<file path="src/common/spr_cfg.svh">
// Purpose: Constants for the switch port pause enable resolver
// Assumes: Included by the package, by spr_top and by spr_checker
// Notes:   Register offsets are byte addresses on the register bus
`ifndef SPR_CFG_SVH
`define SPR_CFG_SVH

// Number of switch ports served
`define SPR_NUM_PORTS      3

// Register byte offsets, one aligned word per port
`define SPR_OFS_PORT0      32'h0000_0000
`define SPR_OFS_PORT1      32'h0000_0004
`define SPR_OFS_PORT2      32'h0000_0008
`define SPR_WORD_MASK      32'hFFFF_FFFC

// Field layout of a manual pause register
`define SPR_MANUAL_LSB     0
`define SPR_MANUAL_W       4
`define SPR_STATUS_LSB     4
`define SPR_STATUS_W       3
`define SPR_PAD_W          25

// Reset value of the writable manual fields
`define SPR_MANUAL_RST     4'h0

// Bus response codes
`define SPR_RESP_OKAY      2'h0
`define SPR_RESP_SLVERR    2'h2

// Byte lane that carries the writable fields
`define SPR_STRB_LANE      0

`endif

</file>
<file path="src/common/spr_pkg.sv">
// Purpose: Types shared by the pause enable resolver modules
// Assumes: Constants come from spr_cfg.svh
// Notes:   Packed field order matches the register layout
`include "spr_cfg.svh"

package spr_pkg;

	// Duplex and negotiation results from one attached PHY
	typedef struct packed {
		logic full_duplex;
		logic an_enable;
		logic an_complete;
		logic lp_an_able;
		logic adv_pause;
		logic adv_asym;
		logic lp_pause;
		logic lp_asym;
	} spr_phy_status_t;

	// Writable manual fields, rx at bit 0
	typedef struct packed {
		logic manual_pause_select;
		logic backpressure_enable;
		logic manual_tx_pause_enable;
		logic manual_rx_pause_enable;
	} spr_manual_t;

	// Resolved state of one port, duplex at bit 0
	typedef struct packed {
		logic tx_pause_enable;
		logic rx_pause_enable;
		logic full_duplex;
	} spr_enable_t;

	// Result of a register address decode
	typedef struct packed {
		logic       hit;
		logic [1:0] port;
	} spr_decode_t;

	// Resolution path taken for a port
	typedef enum logic [1:0] {
		SPR_MODE_MANUAL,
		SPR_MODE_AN_WAIT,
		SPR_MODE_AN_HALF,
		SPR_MODE_AN_FULL
	} spr_mode_t;

endpackage

</file>
<file path="src/core/spr_resolve.sv">
// Purpose: Combinational pause enable resolution for one port
// Assumes: Pause bits already carry local and partner roles
// Notes:   Registered by the instantiating module
`timescale 1ns/1ns
`default_nettype none

module spr_resolve (
	// Inputs from the PHY and the manual register
	input  wire spr_pkg::spr_phy_status_t phy_in,
	input  wire spr_pkg::spr_manual_t     manual_in,
	// Resolved enables
	output var  spr_pkg::spr_enable_t     enable_out
);
	import spr_pkg::*;

	spr_mode_t mode;

	// Pick the path; manual and non-negotiated ports skip the result
	always_comb begin
		if (manual_in.manual_pause_select || !phy_in.an_enable) begin
			mode = SPR_MODE_MANUAL;                      // see RULE_06
		end else if (!phy_in.an_complete) begin
			mode = SPR_MODE_AN_WAIT;                     // see RULE_08
		end else if (!phy_in.lp_an_able || !phy_in.full_duplex) begin
			mode = SPR_MODE_AN_HALF;                     // see RULE_09
		end else begin
			mode = SPR_MODE_AN_FULL;                     // see RULE_07
		end
	end

	// Enables per path; half duplex never honours pause frames
	always_comb begin
		enable_out = '0;
		case (mode)
			SPR_MODE_MANUAL: begin
				enable_out.full_duplex = phy_in.full_duplex;
				if (phy_in.full_duplex) begin
					enable_out.rx_pause_enable = manual_in.manual_rx_pause_enable; // see RULE_06
					enable_out.tx_pause_enable = manual_in.manual_tx_pause_enable; // see RULE_06
				end else begin
					enable_out.tx_pause_enable = manual_in.backpressure_enable;    // see RULE_05
				end
			end
			SPR_MODE_AN_WAIT: begin
				// Result not yet known, so both stay off
				enable_out.full_duplex = phy_in.full_duplex; // see RULE_08
			end
			SPR_MODE_AN_HALF: begin
				// Parallel detect forces half; partner bits ignored
				enable_out.tx_pause_enable = manual_in.backpressure_enable; // see RULE_05, see RULE_09
			end
			SPR_MODE_AN_FULL: begin
				enable_out.full_duplex = 1'b1;
				// Symmetric, or asymmetric from partner
				enable_out.rx_pause_enable = phy_in.adv_pause &&
					(phy_in.lp_pause || (phy_in.adv_asym && phy_in.lp_asym)); // see RULE_11, see RULE_12, see RULE_13
				// Symmetric, or asymmetric towards partner
				enable_out.tx_pause_enable = phy_in.lp_pause &&
					(phy_in.adv_pause || (phy_in.adv_asym && phy_in.lp_asym)); // see RULE_10, see RULE_11, see RULE_13
			end
			default: begin
				enable_out = '0;
			end
		endcase
	end

endmodule

`default_nettype wire

</file>
<file path="src/core/spr_top.sv">
// Purpose: Pause enable resolver for three switch ports with register access
// Assumes: PHY status inputs are synchronous to mclk_in
// Notes:   AXI4-Lite slave, one outstanding write and one outstanding read
//
// What this block does
// RULE_01: Each of three ports gets separate transmit and receive pause enables.
// RULE_02: Transmit enable means back pressure in half duplex, pause frames in full.
// RULE_03: Receive enable lets received pause frames stop the port's transmissions.
// RULE_04: Port 0 uses the virtual PHY, ports 1 and 2 physical PHYs.
// RULE_05: Half duplex: transmit follows backpressure enable, receive forced off.
// RULE_06: Full duplex, no negotiation or manual select: enables from manual bits.
// RULE_07: Full duplex, negotiation on, manual select clear: enables from negotiation.
// RULE_08: Negotiation on but incomplete, manual clear: both enables off.
// RULE_09: Partner unable to negotiate: half duplex, transmit follows backpressure enable.
// RULE_10: Local asym only, partner both: receive off, transmit on.
// RULE_11: Both sides symmetric pause: receive and transmit both on.
// RULE_12: Local both, partner asym only: receive on, transmit off.
// RULE_13: Any other negotiated full duplex combination: both enables off.
// RULE_14: Local bits from advertisement, partner bits from partner ability.
// RULE_15: Manual register writes never alter PHY advertisement pause bits.
// RULE_16: Software reads back active duplex and enables in the manual register.
// RULE_17: Virtual PHY port swaps local and partner pause bits.
// RULE_18: Enables are re-evaluated every clock from current inputs.
//
// Local design decisions: the placing of the registers and register access over AXI4-Lite.
`include "spr_cfg.svh"
`timescale 1ns/1ns
`default_nettype none

module spr_top #(
	parameter int ADDR_W    = 8,
	parameter int NUM_PORTS = `SPR_NUM_PORTS
) (
	// Clock and reset
	input  wire  logic                  mclk_in,
	input  wire  logic                  sys_rst_in,
	// AXI4-Lite write address
	input  wire  logic [ADDR_W-1:0]     s_axi_awaddr_in,
	input  wire  logic                  s_axi_awvalid_in,
	output logic                        s_axi_awready_out,
	// AXI4-Lite write data
	input  wire  logic [31:0]           s_axi_wdata_in,
	input  wire  logic [3:0]            s_axi_wstrb_in,
	input  wire  logic                  s_axi_wvalid_in,
	output logic                        s_axi_wready_out,
	// AXI4-Lite write response
	output logic [1:0]                  s_axi_bresp_out,
	output logic                        s_axi_bvalid_out,
	input  wire  logic                  s_axi_bready_in,
	// AXI4-Lite read address
	input  wire  logic [ADDR_W-1:0]     s_axi_araddr_in,
	input  wire  logic                  s_axi_arvalid_in,
	output logic                        s_axi_arready_out,
	// AXI4-Lite read data
	output logic [31:0]                 s_axi_rdata_out,
	output logic [1:0]                  s_axi_rresp_out,
	output logic                        s_axi_rvalid_out,
	input  wire  logic                  s_axi_rready_in,
	// Attached PHY results
	input  wire  spr_pkg::spr_phy_status_t vphy_status_in,
	input  wire  spr_pkg::spr_phy_status_t phya_status_in,
	input  wire  spr_pkg::spr_phy_status_t phyb_status_in,
	// Per-port enables towards the switch MACs
	output logic [NUM_PORTS-1:0]        port_tx_pause_enable_out,
	output logic [NUM_PORTS-1:0]        port_rx_pause_enable_out,
	output logic [NUM_PORTS-1:0]        port_full_duplex_out
);
	import spr_pkg::*;

	// Elaboration checks: PHY wiring is fixed to three ports
	if (NUM_PORTS != `SPR_NUM_PORTS) begin : g_bad_ports
		$error("spr_top: NUM_PORTS must be three");
	end
	if (ADDR_W < 4 || ADDR_W > 32) begin : g_bad_addr
		$error("spr_top: ADDR_W must lie between 4 and 32");
	end

	// Manual registers and resolved state
	spr_manual_t     manual      [NUM_PORTS];
	spr_phy_status_t port_phy    [NUM_PORTS];
	spr_enable_t     next_enable [NUM_PORTS];
	spr_enable_t     enable      [NUM_PORTS];

	// Write channel holding state
	logic [ADDR_W-1:0] aw_addr;
	logic              aw_held;
	logic [31:0]       w_data;
	logic [3:0]        w_strb;
	logic              w_held;
	logic              write_go;
	spr_decode_t       wr_dec;
	spr_decode_t       rd_dec;

	// Decode an address into a port index; unmapped words miss
	function automatic spr_decode_t decode_addr(input logic [ADDR_W-1:0] addr);
		logic [31:0] word;
		spr_decode_t d;
		word = 32'(addr) & `SPR_WORD_MASK;
		d    = '0;
		if (word == `SPR_OFS_PORT0) begin
			d.hit  = 1'b1;
			d.port = 2'h0;
		end else if (word == `SPR_OFS_PORT1) begin
			d.hit  = 1'b1;
			d.port = 2'h1;
		end else if (word == `SPR_OFS_PORT2) begin
			d.hit  = 1'b1;
			d.port = 2'h2;
		end
		return d;
	endfunction

	// Readback word: active state above the manual fields
	function automatic logic [31:0] pack_word(input spr_manual_t m, input spr_enable_t e);
		return {{`SPR_PAD_W{1'b0}}, e, m}; // see RULE_16
	endfunction

	// Swap local and partner roles for the virtual PHY
	function automatic spr_phy_status_t swap_roles(input spr_phy_status_t s);
		spr_phy_status_t r;
		r           = s;
		r.adv_pause = s.lp_pause;
		r.adv_asym  = s.lp_asym;
		r.lp_pause  = s.adv_pause;
		r.lp_asym   = s.adv_asym;
		return r;
	endfunction

	// PHY to port mapping; pause bits come from advertisement and partner ability
	always_comb begin
		port_phy[0] = swap_roles(vphy_status_in); // see RULE_04, see RULE_17, see RULE_14
		port_phy[1] = phya_status_in;             // see RULE_04, see RULE_14
		port_phy[2] = phyb_status_in;             // see RULE_04, see RULE_14
	end

	// One resolver per port
	for (genvar p = 0; p < NUM_PORTS; p++) begin : g_port
		spr_resolve u_resolve (
			.phy_in     (port_phy[p]),
			.manual_in  (manual[p]),
			.enable_out (next_enable[p])
		);
	end

	// Resolved state captured every cycle, so changes show next edge
	always_ff @(posedge mclk_in) begin
		for (int i = 0; i < NUM_PORTS; i++) begin
			if (sys_rst_in) begin
				enable[i] <= '0;
			end else begin
				enable[i] <= next_enable[i]; // see RULE_18
			end
		end
	end

	// Drive the MAC enables straight from flops
	always_ff @(posedge mclk_in) begin
		for (int i = 0; i < NUM_PORTS; i++) begin
			if (sys_rst_in) begin
				port_tx_pause_enable_out[i] <= 1'b0;
				port_rx_pause_enable_out[i] <= 1'b0;
				port_full_duplex_out[i]     <= 1'b0;
			end else begin
				// Tx: back pressure when half, pause frames when full
				port_tx_pause_enable_out[i] <= next_enable[i].tx_pause_enable; // see RULE_01, see RULE_02
				// Rx: honour received pause frames
				port_rx_pause_enable_out[i] <= next_enable[i].rx_pause_enable; // see RULE_01, see RULE_03
				port_full_duplex_out[i]     <= next_enable[i].full_duplex;     // see RULE_02
			end
		end
	end

	// Write commits once address and data are both held
	assign write_go = aw_held && w_held && !s_axi_bvalid_out;
	assign wr_dec   = decode_addr(aw_addr);
	assign rd_dec   = decode_addr(s_axi_araddr_in);

	// Write address channel; ready drops while a write is pending
	always_ff @(posedge mclk_in) begin
		if (sys_rst_in) begin
			s_axi_awready_out <= 1'b0;
			aw_held           <= 1'b0;
			aw_addr           <= '0;
		end else if (s_axi_awvalid_in && s_axi_awready_out) begin
			s_axi_awready_out <= 1'b0;
			aw_held           <= 1'b1;
			aw_addr           <= s_axi_awaddr_in;
		end else if (write_go) begin
			aw_held           <= 1'b0;
		end else if (!aw_held && !s_axi_bvalid_out) begin
			s_axi_awready_out <= 1'b1;
		end
	end

	// Write data channel, taken independently of the address
	always_ff @(posedge mclk_in) begin
		if (sys_rst_in) begin
			s_axi_wready_out <= 1'b0;
			w_held           <= 1'b0;
			w_data           <= '0;
			w_strb           <= '0;
		end else if (s_axi_wvalid_in && s_axi_wready_out) begin
			s_axi_wready_out <= 1'b0;
			w_held           <= 1'b1;
			w_data           <= s_axi_wdata_in;
			w_strb           <= s_axi_wstrb_in;
		end else if (write_go) begin
			w_held           <= 1'b0;
		end else if (!w_held && !s_axi_bvalid_out) begin
			s_axi_wready_out <= 1'b1;
		end
	end

	// Write response; unmapped addresses answer SLVERR and store nothing
	always_ff @(posedge mclk_in) begin
		if (sys_rst_in) begin
			s_axi_bvalid_out <= 1'b0;
			s_axi_bresp_out  <= `SPR_RESP_OKAY;
		end else if (write_go) begin
			s_axi_bvalid_out <= 1'b1;
			s_axi_bresp_out  <= wr_dec.hit ? `SPR_RESP_OKAY : `SPR_RESP_SLVERR;
		end else if (s_axi_bready_in) begin
			s_axi_bvalid_out <= 1'b0;
		end
	end

	// Manual registers; status bits are read-only, PHY advertisement untouched
	always_ff @(posedge mclk_in) begin
		for (int i = 0; i < NUM_PORTS; i++) begin
			if (sys_rst_in) begin
				manual[i] <= `SPR_MANUAL_RST;
			end else if (write_go && wr_dec.hit && wr_dec.port == 2'(i) && w_strb[`SPR_STRB_LANE]) begin
				manual[i] <= w_data[`SPR_MANUAL_LSB +: `SPR_MANUAL_W]; // see RULE_15
			end
		end
	end

	// Read address channel; one read outstanding at a time
	always_ff @(posedge mclk_in) begin
		if (sys_rst_in) begin
			s_axi_arready_out <= 1'b0;
		end else if (s_axi_arvalid_in && s_axi_arready_out) begin
			s_axi_arready_out <= 1'b0;
		end else if (!s_axi_rvalid_out) begin
			s_axi_arready_out <= 1'b1;
		end
	end

	// Read data: state sampled at the address handshake
	always_ff @(posedge mclk_in) begin
		if (sys_rst_in) begin
			s_axi_rvalid_out <= 1'b0;
			s_axi_rdata_out  <= '0;
			s_axi_rresp_out  <= `SPR_RESP_OKAY;
		end else if (s_axi_arvalid_in && s_axi_arready_out) begin
			s_axi_rvalid_out <= 1'b1;
			if (rd_dec.hit) begin
				s_axi_rdata_out <= pack_word(manual[rd_dec.port], enable[rd_dec.port]); // see RULE_16
				s_axi_rresp_out <= `SPR_RESP_OKAY;
			end else begin
				s_axi_rdata_out <= '0;
				s_axi_rresp_out <= `SPR_RESP_SLVERR;
			end
		end else if (s_axi_rready_in) begin
			s_axi_rvalid_out <= 1'b0;
		end
	end

endmodule

`default_nettype wire

</file>
<file path="config.mk">
export PLATFORM = sky130hd
export DESIGN_NAME = spr_top
export DESIGN_NICKNAME = d
export VERILOG_FILES = /design/src/common/spr_pkg.sv /design/src/core/spr_resolve.sv /design/src/core/spr_top.sv
export VERILOG_INCLUDE_DIRS = /design/src /design/src/common
export SDC_FILE = /design/constraint.sdc
export NUM_CORES = 1
export LEC_CHECK = 0
export BUFFER_PORTS_ARGS = -buffer_cell sky130_fd_sc_hd__buf_2
export CAP_MARGIN = 25
export CELL_PAD_IN_SITES_DETAIL_PLACEMENT = 0
export CELL_PAD_IN_SITES_GLOBAL_PLACEMENT = 1
export CORE_ASPECT_RATIO = 0.7
export CORE_UTILIZATION = 34
export CTS_CLUSTER_SIZE = 8
export DETAILED_ROUTE_END_ITERATION = 10
export GPL_ROUTABILITY_DRIVEN = 0
export PLACE_DENSITY_LB_ADDON = 0.1
export SLEW_MARGIN = 15
export SYNTH_ARGS = -nofsm -noshare
export SYNTH_HDL_FRONTEND = slang
export SYNTH_SLANG_ARGS = --single-unit
</file>
<file path="constraint.sdc">
create_clock -name mclk_in -period 3.14 [get_ports mclk_in]
set_input_delay 0.628 -clock mclk_in [delete_from_list [all_inputs] [get_ports mclk_in]]
set_output_delay 0.628 -clock mclk_in [all_outputs]
set_load 0.01 [all_outputs]
</file>
; After elaboration in Yosys (flattened, before gate mapping)
; Memory sizes are Yosys's and may differ from the RTL's.
; Cells that the tools add are included.
; W data, S select, Z words.
[classes]
n_eq_ne = 15
muxes = 58
n_bitwise = 7
reduce_logical = 65
[op_table]
columns = cell, n
row1 = $logic_not A32 Y1, 2
row2 = $mux W1, 28
row3 = $mux W3, 9
row4 = $logic_and A1 B1 Y1, 23
row5 = $mux W2, 8
row6 = $eq A2 B2 Y1 const B, 7
row7 = $eq A6 B1 Y1 const B, 2
row8 = $eq A6 B2 Y1 const B, 2
row9 = $logic_not A1 Y1, 12
row10 = $logic_or A1 B1 Y1, 12
row11 = $mux W4, 3
row12 = $pmux W1 S2, 6
row13 = $reduce_or A2 Y1, 6
row14 = $pmux W1 S3, 3
row15 = $eq A2 B1 Y1 const B, 4
row16 = $logic_not A2 Y1, 4
row17 = $reduce_bool A2 Y1, 4
row18 = $mux W7, 1
row19 = $or A1 B1 Y1, 6
row20 = $reduce_and A2 Y1, 2
row21 = $not A1 Y1, 1
[totals]
reg_bits = 65
ramBits = 21
in_bits = 83
out_inout_bits = 50
wordCells = 163
memories = 2
[mem_list]
columns = name, depth, width, read_ports, rd_clocked_by_memory_dff, write_ports, line
row1 = manual, 3, 4, 4, 0, 3, spr_top.sv:79  ; spr_manual_t manual [NUM_PORTS];
row2 = enable, 3, 3, 1, 0, 3, spr_top.sv:82  ; spr_enable_t enable [NUM_PORTS];

; Depth between registers and ports, before layout
; Gate-level depths: netlist (run 1).
[logic_depth]
ltp_word = 11
depth_mapped = 8
ltp_nobuf = 8

; Hierarchy
; A second synthesis (run 1) with hierarchy kept.
[unflattened]
cells_unflattened = 256
area_unflattened_um2 = 2347.3
[by_module_without_submodules]
columns = mod, instances, cells_each, area_each_um2, seq_area_each_um2
row1 = spr_top, 1, 217, 2080.7, 1081.0
row2 = spr_resolve, 3, 13, 88.8, 0.0

; Least setup slack after synthesis (run 1)
; OpenSTA, ideal clock, no wires.
[synth_path]
path_type = input to register
startpoint = input sys_rst_in
endpoint = memory manual[1][0] (netlist name), enable pin
setup_ns = 0.337
arrival_ns = 1.409
required_time_ns = 2.803
setup_slack_ns = 1.393
path_stages = 3
path_buffers = 2
path_cell_list = clkbuf_1 buf_1 o21bai_1
[synth_lines]
columns = item, line
row1 = from (decl), spr_top.sv:36  ; input wire logic sys_rst_in,
row2 = to (decl), spr_top.sv:79

; Final worst setup path (run 1)
[layout_path]
startpoint = input s_axi_araddr_in[5]
endpoint = register s_axi_rdata_out[6]
[layout_between]
elab_chain_len = 6
elab_cells_between_ends = 8
cone_classes = eq/ne (2) / mux (4) / reduce/logical (1) / memory (1)
[layout_lines]
columns = item, line
row1 = from (decl), spr_top.sv:51  ; input wire logic [ADDR_W-1:0] s_axi_araddr_in,
row2 = $eq A6 B2 Y1 (no source line), -
row3 = $mux W3, spr_top.sv:106  ; end else if (word == `SPR_OFS_PORT2) begin
row4 = $mux W3, spr_top.sv:103  ; end else if (word == `SPR_OFS_PORT1) begin
row5 = $mux W3 (*), spr_top.sv:100  ; if (word == `SPR_OFS_PORT0) begin
row6 = $mem_v2 Z3 W3, -
row7 = $mux W7 (*), spr_top.sv:257  ; if (rd_dec.hit) begin
row8 = to (signal assigned), spr_top.sv:258  ; s_axi_rdata_out <= pack_word(manual[rd_dec.port], enable[rd_dec.port]);
row9 = to (decl), spr_top.sv:55  ; output logic [31:0] s_axi_rdata_out,
; Every way passes the cells marked *; elsewhere a longest branch is shown, timed or not.
; A chain may end at the register's enable or synchronous reset.

==> results of run 1 <==
[flip-flops by register name, indices dropped and copies added (netlist names)]
register,count
port_rx_pause_enable_out,2
w_held,1
aw_held,1
s_axi_wready_out,1
port_tx_pause_enable_out,3
s_axi_arready_out,1
aw_addr,6
s_axi_rvalid_out,1
manual,12
s_axi_awready_out,1
w_data,4
enable,2
w_strb,1
s_axi_rresp_out,1
s_axi_bvalid_out,1
s_axi_rdata_out,7
port_full_duplex_out,2
s_axi_bresp_out,1
[routing by layer]
| metal | global-route usage, % | routed length [µm] | vias up |
|---|---|---|---|
| li1 | - | - | 1080 |
| met2 | 21.1 | 2170 | 75 |
| met4 | 3.76 | 34 | 0 |
| met5 | 0 | 0 | - |
| met3 | 3.86 | 386 | 5 |
| met1 | 21.3 | 2970 | 920 |
[final cells by class]
cell class	instances	area [µm²]
timing repair buffer	71	358
inverter	10	37.5
sequential	48	1080
multi-input combinational	217	1260
tap	94	118
clock buffer	6	82.6
clock inverter	2	13.8
fill	717	4020
[power by group through the flow]
stage                     registers, µW  logic [µW]  clock network, µW
after floorplan                     692         120                  0
after global placement              699         158                  0
after detailed placement            699         159                  0
after CTS                           685         159                408
after global routing                690         180                435
final                               684         158                391
[cell usage in the layout (no fill, tap or decap), types with 3 or more instances in the layout]
master	count
buf_2	70
dfxtp_1	36
nand2_1	34
conb_1	27
a21oi_1	25
nor2_1	20
nand3_1	15
and2_1	12
ha_1	12
edfxtp_1	12
inv_1	10
nor3_1	7
and3_1	7
a211oi_1	7
o31ai_1	7
a21o_1	6
clkbuf_8	6
nand2b_1	5
nand3b_1	5
nor3b_1	4
nor2b_1	3
o21ai_0	3
a31oi_1	3
[logic make-up after synthesis]
group	Yosys count	synth area share (%)
fa+ha+maj	12	5.93
compound gates	57	14.2
buf+inv	46	11.3
flops	48	42.7
other cells	1	0.148
mux	1	0.445
simple gates	120	25.3
[critical path, cell delays in order]
cell and delay, ps:
buf_2 110, nor4_4 400, buf_4 220, nand2_1 160, a211oi_1 340, o31ai_1 110
[synthesized netlist by cell type (4+ instances only)]
cell       n  area (µm²)
dfxtp_1   36         721
nand2_1   34         128
nor3_1     7        35.0
a21o_1     6        45.0
edfxtp_1  12         360
nor2_1    20        75.1
ha_1      12         150
buf_4     28         210
nand3b_1   5        37.5
o31ai_1    7        52.6
and2_1    12        75.1
inv_1     10        37.5
nor3b_1    4        30.0
and3_1     7        43.8
buf_1      4        15.0
nand3_1   15        75.1
nand2b_1   5        31.3
a211oi_1   7        52.6
a21oi_1   25         125
[worst max path at each step]
stage	startpoint	to	slack [ps]	cells past startpoint
3_5_place_dp	s_axi_araddr_in[5]	s_axi_rdata_out[3]	1020	6
6_report	s_axi_araddr_in[5]	s_axi_rdata_out[6]	1350	6
5_1_grt	s_axi_araddr_in[5]	s_axi_rdata_out[3]	1260	6
4_1_cts	s_axi_araddr_in[5]	s_axi_rdata_out[1]	1360	6
2_1_floorplan	sys_rst_in	manual[1][0]	1390	3
3_3_place_gp	s_axi_araddr_in[5]	s_axi_rdata_out[3]	1030	6
[per-stage QoR]
step           worst slack, ps  std cells  utilization, %  total power (µW)  area [µm²]
6_report                  1350        448            42.3              1230        2950
4_1_cts                   1360        448            42.3              1250        2950
3_3_place_gp              1030        440            41.0               856        2860
5_1_grt                   1260        448            42.3              1300        2950
3_5_place_dp              1020        440            41.0               858        2860
2_1_floorplan             1390        311               -               811        2630
==> metrics, run 1 <==
status=completed; # diodes=0; clock slew at reported path FFs=90 ps; drt wl/cell=12.4 µm; register area share after synthesis=42.7%; global-route wire length before repair=8890 µm; WHS Endpoint=s_axi_rdata_out[5]; largest net degree at the start of global routing=37; GR Overflow Total=0; clock skew=3.80 ps; vias in the first global route=1789; Int Pwr=903 µW; core region area=6980 µm²; DRC=0; I/O Pins=133; Net Sw Frac=26.7%; Hold Vio Cnt, Final=0; clock root cell=clkbuf_8; Total GRT Usage=14.5%; critical path arrival=1970 ps; Sw Pwr=330 µW; CP Launch Type=primary input; Num CTS Buffers=5; LEAKAGE=0.00137 µW; final WL=5550 µm; final period utilization=56.9%; Slew HR=53.4%; DP Wirelength=4410 µm; most frequently used flop master after synthesis=dfxtp_1; Routed Antenna Nets=0; Synth cell types=39; via count=2080; Synth warnings=0; Port Buffers=70; initial antenna violation count=0; WP data required=3330 ps; Post-Syn Area=2530 µm²; r2r endpoint=manual[1][3]; hold crit path type=reg -> reg; Comb pwr share=12.8%; Sink Count=48; crit path time final=1790 ps; largest fanout on the critical path=8; Iteration-0 DRC Markers=78; Worst IR Drop VDD=201 µV; Synth Register Bits=48; worst r2r path cells=3; pwr dens=417 nW/µm²; min-delay src=s_axi_rdata_out[5]; clock power share=31.7%; Mapped Cells=285; setup slack on the worst flop-to-flop path=1540 ps; critical path class=in -> reg; H-tree depth=2; Max-cap violations=0; Setup Viol. Count Final=0; ratio of cells with drive above 1 in the final layout=24.6%; Crit. End Element=flip-flop; worst skew pair latency=300 ps; RSZ-0062 raised after global routing=false; hold depth=2; asr flop ratio synth=0%; CTS resizes=0; Layout area overhead=16.7%; Setup Fix Bufs, Post-CTS=0; CTS tree=yes; Final Max Slew Viols=0; CTS Hold Bufs=0; Cell Rows=25; setup_tns=0 ps; initial core utilization=36.3%; Detailed Routing Iterations Pass 1=4; average size of a mapped cell=8.89 µm²; Worst-Margin Slew=699 ps; DIE HEIGHT=74.2 µm; width of the die=105 µm; reg2reg start=aw_addr[4]; fmax=0.560 GHz; Via density=4.64; EDFF count, synth=12; nets=448; WHS=455 ps; die area=7800 µm²; Seq pwr share=55.5%; clock tree buffer depth=2
No activity file was read; power rests on OpenSTA's default activity.
==> inputs of run 2 (changes only) <==
--- a/config.mk
+++ b/config.mk
@@ -6,12 +6,13 @@
 export SDC_FILE = /design/constraint.sdc
 export NUM_CORES = 1
 export LEC_CHECK = 0
+export ABC_AREA = 1
 export BUFFER_PORTS_ARGS = -buffer_cell sky130_fd_sc_hd__buf_2
 export CAP_MARGIN = 25
 export CELL_PAD_IN_SITES_DETAIL_PLACEMENT = 0
 export CELL_PAD_IN_SITES_GLOBAL_PLACEMENT = 1
 export CORE_ASPECT_RATIO = 0.7
-export CORE_UTILIZATION = 34
+export CORE_UTILIZATION = 28
 export CTS_CLUSTER_SIZE = 8
 export DETAILED_ROUTE_END_ITERATION = 10
 export GPL_ROUTABILITY_DRIVEN = 0
==> constraint.sdc (replaced) <==
create_clock -name mclk_in -period 1.6 [get_ports mclk_in]
set_input_delay 0.32 -clock mclk_in [delete_from_list [all_inputs] [get_ports mclk_in]]
set_output_delay 0.32 -clock mclk_in [all_outputs]
set_load 0.01 [all_outputs]
==> run 2 against run 1 <==
Against the previous run:
- count of clock-buffer cells in the layout up 2
- die area up 24%
- clock skew up 1.5 ps
- critical path depth unchanged
- synthesized cell count up 15%
- final cell count up 19%
- routed wire length up 13%
- worst hold slack worse by 230 ps
- critical path type is now reg -> reg
- highest routed layer unchanged
==> metrics, run 2 <==
status=completed; Sink Count=48; critical path class=reg -> reg; Mapped Cells=329; worst skew pair latency=280 ps; most frequent cells in the layout=buf_2 (70), nand2_1 (54), nor2_1 (48), dfxtp_1 (36), a21oi_1 (28); hold crit path type=in -> reg; Crit. End Element=flip-flop; min-delay src=s_axi_wvalid_in; multi-input logic area=1290 µm²; Via density=4.23; initial core utilization=29.8%; Synth top area share=27.8%; WHS=222 ps; global route hottest layer=met1; hold depth=2; M3 GR Usage=3.65%; DIE HEIGHT=82.6 µm; CTS tree=yes; Num CTS Buffers=5; Port Buffers=70; ratio of cells with drive above 1 in the final layout=28.6%; initial antenna violation count=0; max reg flops=12; drt wl/cell=11.8 µm; final period utilization=92.8%; Post-Syn Area=2600 µm²; synth cell count leaders=nand2_1 (56), nor2_1 (49), dfxtp_1 (36); Layout area overhead=24.0%; Register Area=1080 µm²; biggest regs=manual: 12 flops, s_axi_rdata_out: 7 flops, aw_addr: 6 flops; clock skew=5.30 ps; worst r2r path cells=6; pwr dens=864 nW/µm²; placed insts=522; nets=507; Biggest register=manual; Setup Viol. Count Final=0; Max-cap violations=0; Synth cell types=29; Hold Vio Cnt, Final=0; asr flop ratio synth=0%; Routed Antenna Nets=0; clock tree buffer depth=2; Final Max Slew Viols=0; Synth warnings=0; largest fanout on the critical path=2; reg2reg start=manual[2][3]; WHS Endpoint=s_axi_wready_out; top cells by area, synth=dfxtp_1 (28%), edfxtp_1 (14%), nand2_1 (8.1%); leading area contributor after synthesis=dfxtp_1; # diodes=0; largest net degree at the start of global routing=15; most common cell after layout, fill and taps aside=buf_2; register area share after synthesis=41.6%; setup_tns=0 ps; DP Wirelength=4920 µm; fill count=951; CTS Hold Bufs=0; H-tree depth=2; DRC=0; WP data required=1810 ps; RSZ-0062 raised after global routing=false; Detailed Routing Iterations Pass 1=4; width of the die=117 µm; vias in the first global route=2020; Cell Rows=28; Layout Cells excl Fill=533; die area=9670 µm²; Synth Register Bits=48; fmax=0.673 GHz; via count=2252; routing usage on met1=20.7%; count leader, synth=nand2_1; final WL=6280 µm; most frequently used flop master after synthesis=dfxtp_1; LEAKAGE=0.00159 µW; Total GRT Usage=14.0%; clock root cell=clkbuf_16; Iteration-0 DRC Markers=111; GR Overflow Total=0; average size of a mapped cell=7.89 µm²; core region area=8720 µm²; critical path arrival=1700 ps; global-route wire length before repair=10000 µm; crit path time final=1480 ps; I/O Pins=133; Worst IR Drop VDD=383 µV; CP Launch Type=flip-flop; setup slack on the worst flop-to-flop path=120 ps; M2 GR Usage=19.6%; clock slew at reported path FFs=60 ps; EDFF count, synth=12; r2r endpoint=enable[2][1]
-- run 2: cell type report --
type	count	share of cell area, %
multi-input cells	245	40.0
flip-flops and latches	48	33.6
repair buffers	82	13.7
well taps	120	4.67
clock buffers	8	4.55
inverters	30	3.50
-- run 2: power by group --
part           internal [µW]  switching, µW
clock network            624            421
registers               1300           39.4
logic                    155            241
-- run 2: kinds of logic after synthesis --
kind of cell               synth area share, %
adders and majority gates                 5.78
other                                    0.144
and+or+nand+nor                           28.8
AOI/OAI and AO/OA                         10.4
DFF                                       41.6
buffers and inverters                     13.2
-- run 2: critical path: stages, from the launching register on --
cell and delay, ps:
edfxtp_1 420, inv_1 90, and3_4 180, inv_1 50, ha_1 280, or2_2 290, a21oi_1 110
-- run 2: worst max path at each step --
stage | from | endpoint | slack (ps)
6_report | manual[2][3] | enable[2][1] | 120
3_3_place_gp | phya_status_in[7] | port_rx_pause_enable_out[1] | 90
3_5_place_dp | phyb_status_in[7] | enable[2][1] | 70
5_1_grt | manual[1][3] | port_rx_pause_enable_out[1] | 10
4_1_cts | manual[2][3] | enable[2][1] | 70
2_1_floorplan | manual[2][3] | enable[2][1] | 190
-- run 2: per-stage QoR --
step | instance area (µm²) | setup slack (ps) | total power, µW | util, %
after global routing | 3220 | 14.1 | 2940 | 36.9
after detailed placement | 3030 | 65.9 | 1760 | 34.8
after global placement | 3030 | 86.3 | 1750 | 34.8
after floorplan | 2690 | 193 | 1630 | -
after CTS | 3180 | 71.0 | 2820 | 36.4
final | 3220 | 115 | 2780 | 36.9
-- run 2: metal layers --
layer | vias to the layer above | routed length [µm]
li1 | 1188 | -
met1 | 995 | 3510
met2 | 67 | 2400
met3 | 2 | 336
met4 | 0 | 36
met5 | - | 0
-- run 2: timing repair --
action	in CTS	in global routing
gates resized for setup	0	6
setup buffers	0	3
endpoints found under the setup margin	0	14
==> inputs of run 3 (changes only) <==
--- a/config.mk
+++ b/config.mk
@@ -6,13 +6,12 @@
 export SDC_FILE = /design/constraint.sdc
 export NUM_CORES = 1
 export LEC_CHECK = 0
-export ABC_AREA = 1
 export BUFFER_PORTS_ARGS = -buffer_cell sky130_fd_sc_hd__buf_2
 export CAP_MARGIN = 25
 export CELL_PAD_IN_SITES_DETAIL_PLACEMENT = 0
 export CELL_PAD_IN_SITES_GLOBAL_PLACEMENT = 1
 export CORE_ASPECT_RATIO = 0.7
-export CORE_UTILIZATION = 28
+export CORE_UTILIZATION = 29
 export CTS_CLUSTER_SIZE = 8
 export DETAILED_ROUTE_END_ITERATION = 10
 export GPL_ROUTABILITY_DRIVEN = 0
==> run 3 against run 2 <==
Against the previous run:
- flip-flop and latch count stayed put
- routed wire length fell by 7.5%
- first-iteration DRC count decreased by 28%
- combinational power shrank 12%
- via count down 6.7%
- worst setup slack lost 14 ps
- die area down 5.7%
- critical endpoint is now port_tx_pause_enable_out[0]
- clock power down 5%
- global-route usage shrank 1.1 points
- sequential power barely moved
- power fell by 3.4%
- worst hold slack gained 64 ps
==> metrics, run 3 (synthesis results as in run 1) <==
initial antenna violation count=0; Worst-Margin Slew=693 ps; CTS tree=yes; Routed Antenna Nets=0; DP Wirelength=4650 µm; CP startpoint=manual[0][3]; Biggest register=manual; clock slew at reported path FFs=60 ps; global-route wire length before repair=9190 µm; WHS=286 ps; Cell Rows=28; worst skew pair latency=280 ps; RSZ-0062 raised after global routing=true; min-delay src=s_axi_wdata_in[3]; pre-CTS setup slack=-93.4 ps; GR Overflow Total=0; clock tree buffer depth=2; clock root cell=clkbuf_16; DRC=0; Buf+Inv Stages, Crit Path=0; vias in the first global route=1872; critical path, cell by cell=nand2b_4 -> a21o_1 -> ha_1 -> a221oi_2 -> nor3_2; WP data required=1760 ps; setup ws final=101 ps; die area=9120 µm²; CP max-delay cell=edfxtp_1; DP Area=2980 µm²; reg2reg start=manual[0][3]; ratio of cells with drive above 1 in the final layout=30.7%; width of the die=114 µm; status=completed; nets=462; LEAKAGE=0.00147 µW; met2 wire len=2410 µm; largest net degree at the start of global routing=18; I/O Pins=133; Detailed Routing Iterations Pass 1=4; setup slack on the worst flop-to-flop path=100 ps; Hold Vio Cnt, Final=0; Num CTS Buffers=5; CP Launch Type=flip-flop; initial core utilization=30.0%; critical path arrival=1660 ps; pwr dens=836 nW/µm²; clock skew=6.14 ps; final WL=5800 µm; fmax=0.667 GHz; Top Family by Delay on Critical Path=compound AO/OA/AOI/OAI gates; largest fanout on the critical path=3; most common cell after layout, fill and taps aside=buf_2; most frequent cells in the layout=buf_2 (70), dfxtp_1 (36), nand2_1 (33), conb_1 (27), a21oi_1 (25); Crit. End Element=flip-flop; post-route cell area=3210 µm²; H-tree depth=2; core region area=8440 µm²; via count=2101; Sink Count=48; Final Max Slew Viols=0; critical path class=reg -> reg; hold crit path type=in -> reg; Total GRT Usage=12.9%; setup_tns=0 ps; Worst IR Drop VDD=385 µV; DIE HEIGHT=80.2 µm; Iteration-0 DRC Markers=80; Port Buffers=70; WL met3=312 µm; Worst path max stage delay=440 ps; Via density=4.31; max reg flops=12; biggest regs=manual: 12 flops, s_axi_rdata_out: 7 flops, aw_addr: 6 flops; crit path time final=1500 ps; drt wl/cell=11.9 µm; Layout area overhead=26.8%; metal1 wirelength=3060 µm; Setup Viol. Count Final=0; final period utilization=93.7%; Max-cap violations=0; Slew HR=53.8%; # diodes=0; highest routed layer=met4
[run 3: cell types whose count changed in the layout (fill, tap and decap cells not counted), sizes merged, moves of 5 or more]
| cell | previous run | this run |
|---|---|---|
| nor2 | 57 | 20 |
| nand2 | 56 | 34 |
| inv | 30 | 10 |
| o21ai | 20 | 3 |
| and2 | 0 | 12 |
| a211oi | 0 | 7 |
| nand4 | 7 | 0 |
| o31ai | 0 | 7 |
| a21o | 0 | 6 |
| nor3 | 1 | 7 |
| or2 | 6 | 0 |
| nand2b | 0 | 5 |
[run 3: per-stage QoR]
step / total power, µW / instances / utilization [%]
floorplan: 1590 / 311 / -
global placement: 1700 / 478 / 35.3
detailed placement: 1700 / 478 / 35.3
CTS: 2700 / 486 / 36.9
global route: 2830 / 488 / 38.0
finish: 2690 / 488 / 38.0
[run 3: where the power goes]
part | leakage (µW) | internal [µW] | switching (µW)
Combinational | 0.000980 | 153 | 197
Sequential | 0.000418 | 1290 | 51.6
Clock | 0.0000679 | 578 | 412
Total | 0.00147 | 2020 | 660
[run 3: timing repair]
action / 4_1_cts / 5_1_grt
endpoints found under the hold margin: 0 / 0
setup endpoints to repair: 0 / 25
hold buffers: 0 / 0
gates resized for setup: 0 / 19
setup buffers: 0 / 2
[run 3: routing by layer]
layer | global-route usage [%] | vias to the layer above
met5 | 0 | -
met4 | 2.37 | 0
met3 | 3.40 | 2
met2 | 18.0 | 56
met1 | 19.4 | 946
li1 | - | 1097
[run 3: worst min-delay path, cell delays in order]
cell	delay (ps)
buf_2	100
nand3_1	50
a21oi_1	50
[run 3: final timing paths]
kind,to,cells past startpoint
worst min register to register,s_axi_rdata_out[4],2
worst max register to register,port_tx_pause_enable_out[0],5
worst min-delay path,w_data[3],3
worst max-delay path,port_tx_pause_enable_out[0],5
[run 3: final cells by class]
type                    instances  area, µm²
clock inverters                 1       5.00
multi-input cells             217       1340
repair buffers                 85        463
well taps                     120        150
flip-flops and latches         48       1080
clock buffers                   7        133
fillers                       919       5230
inverters                      10       37.5
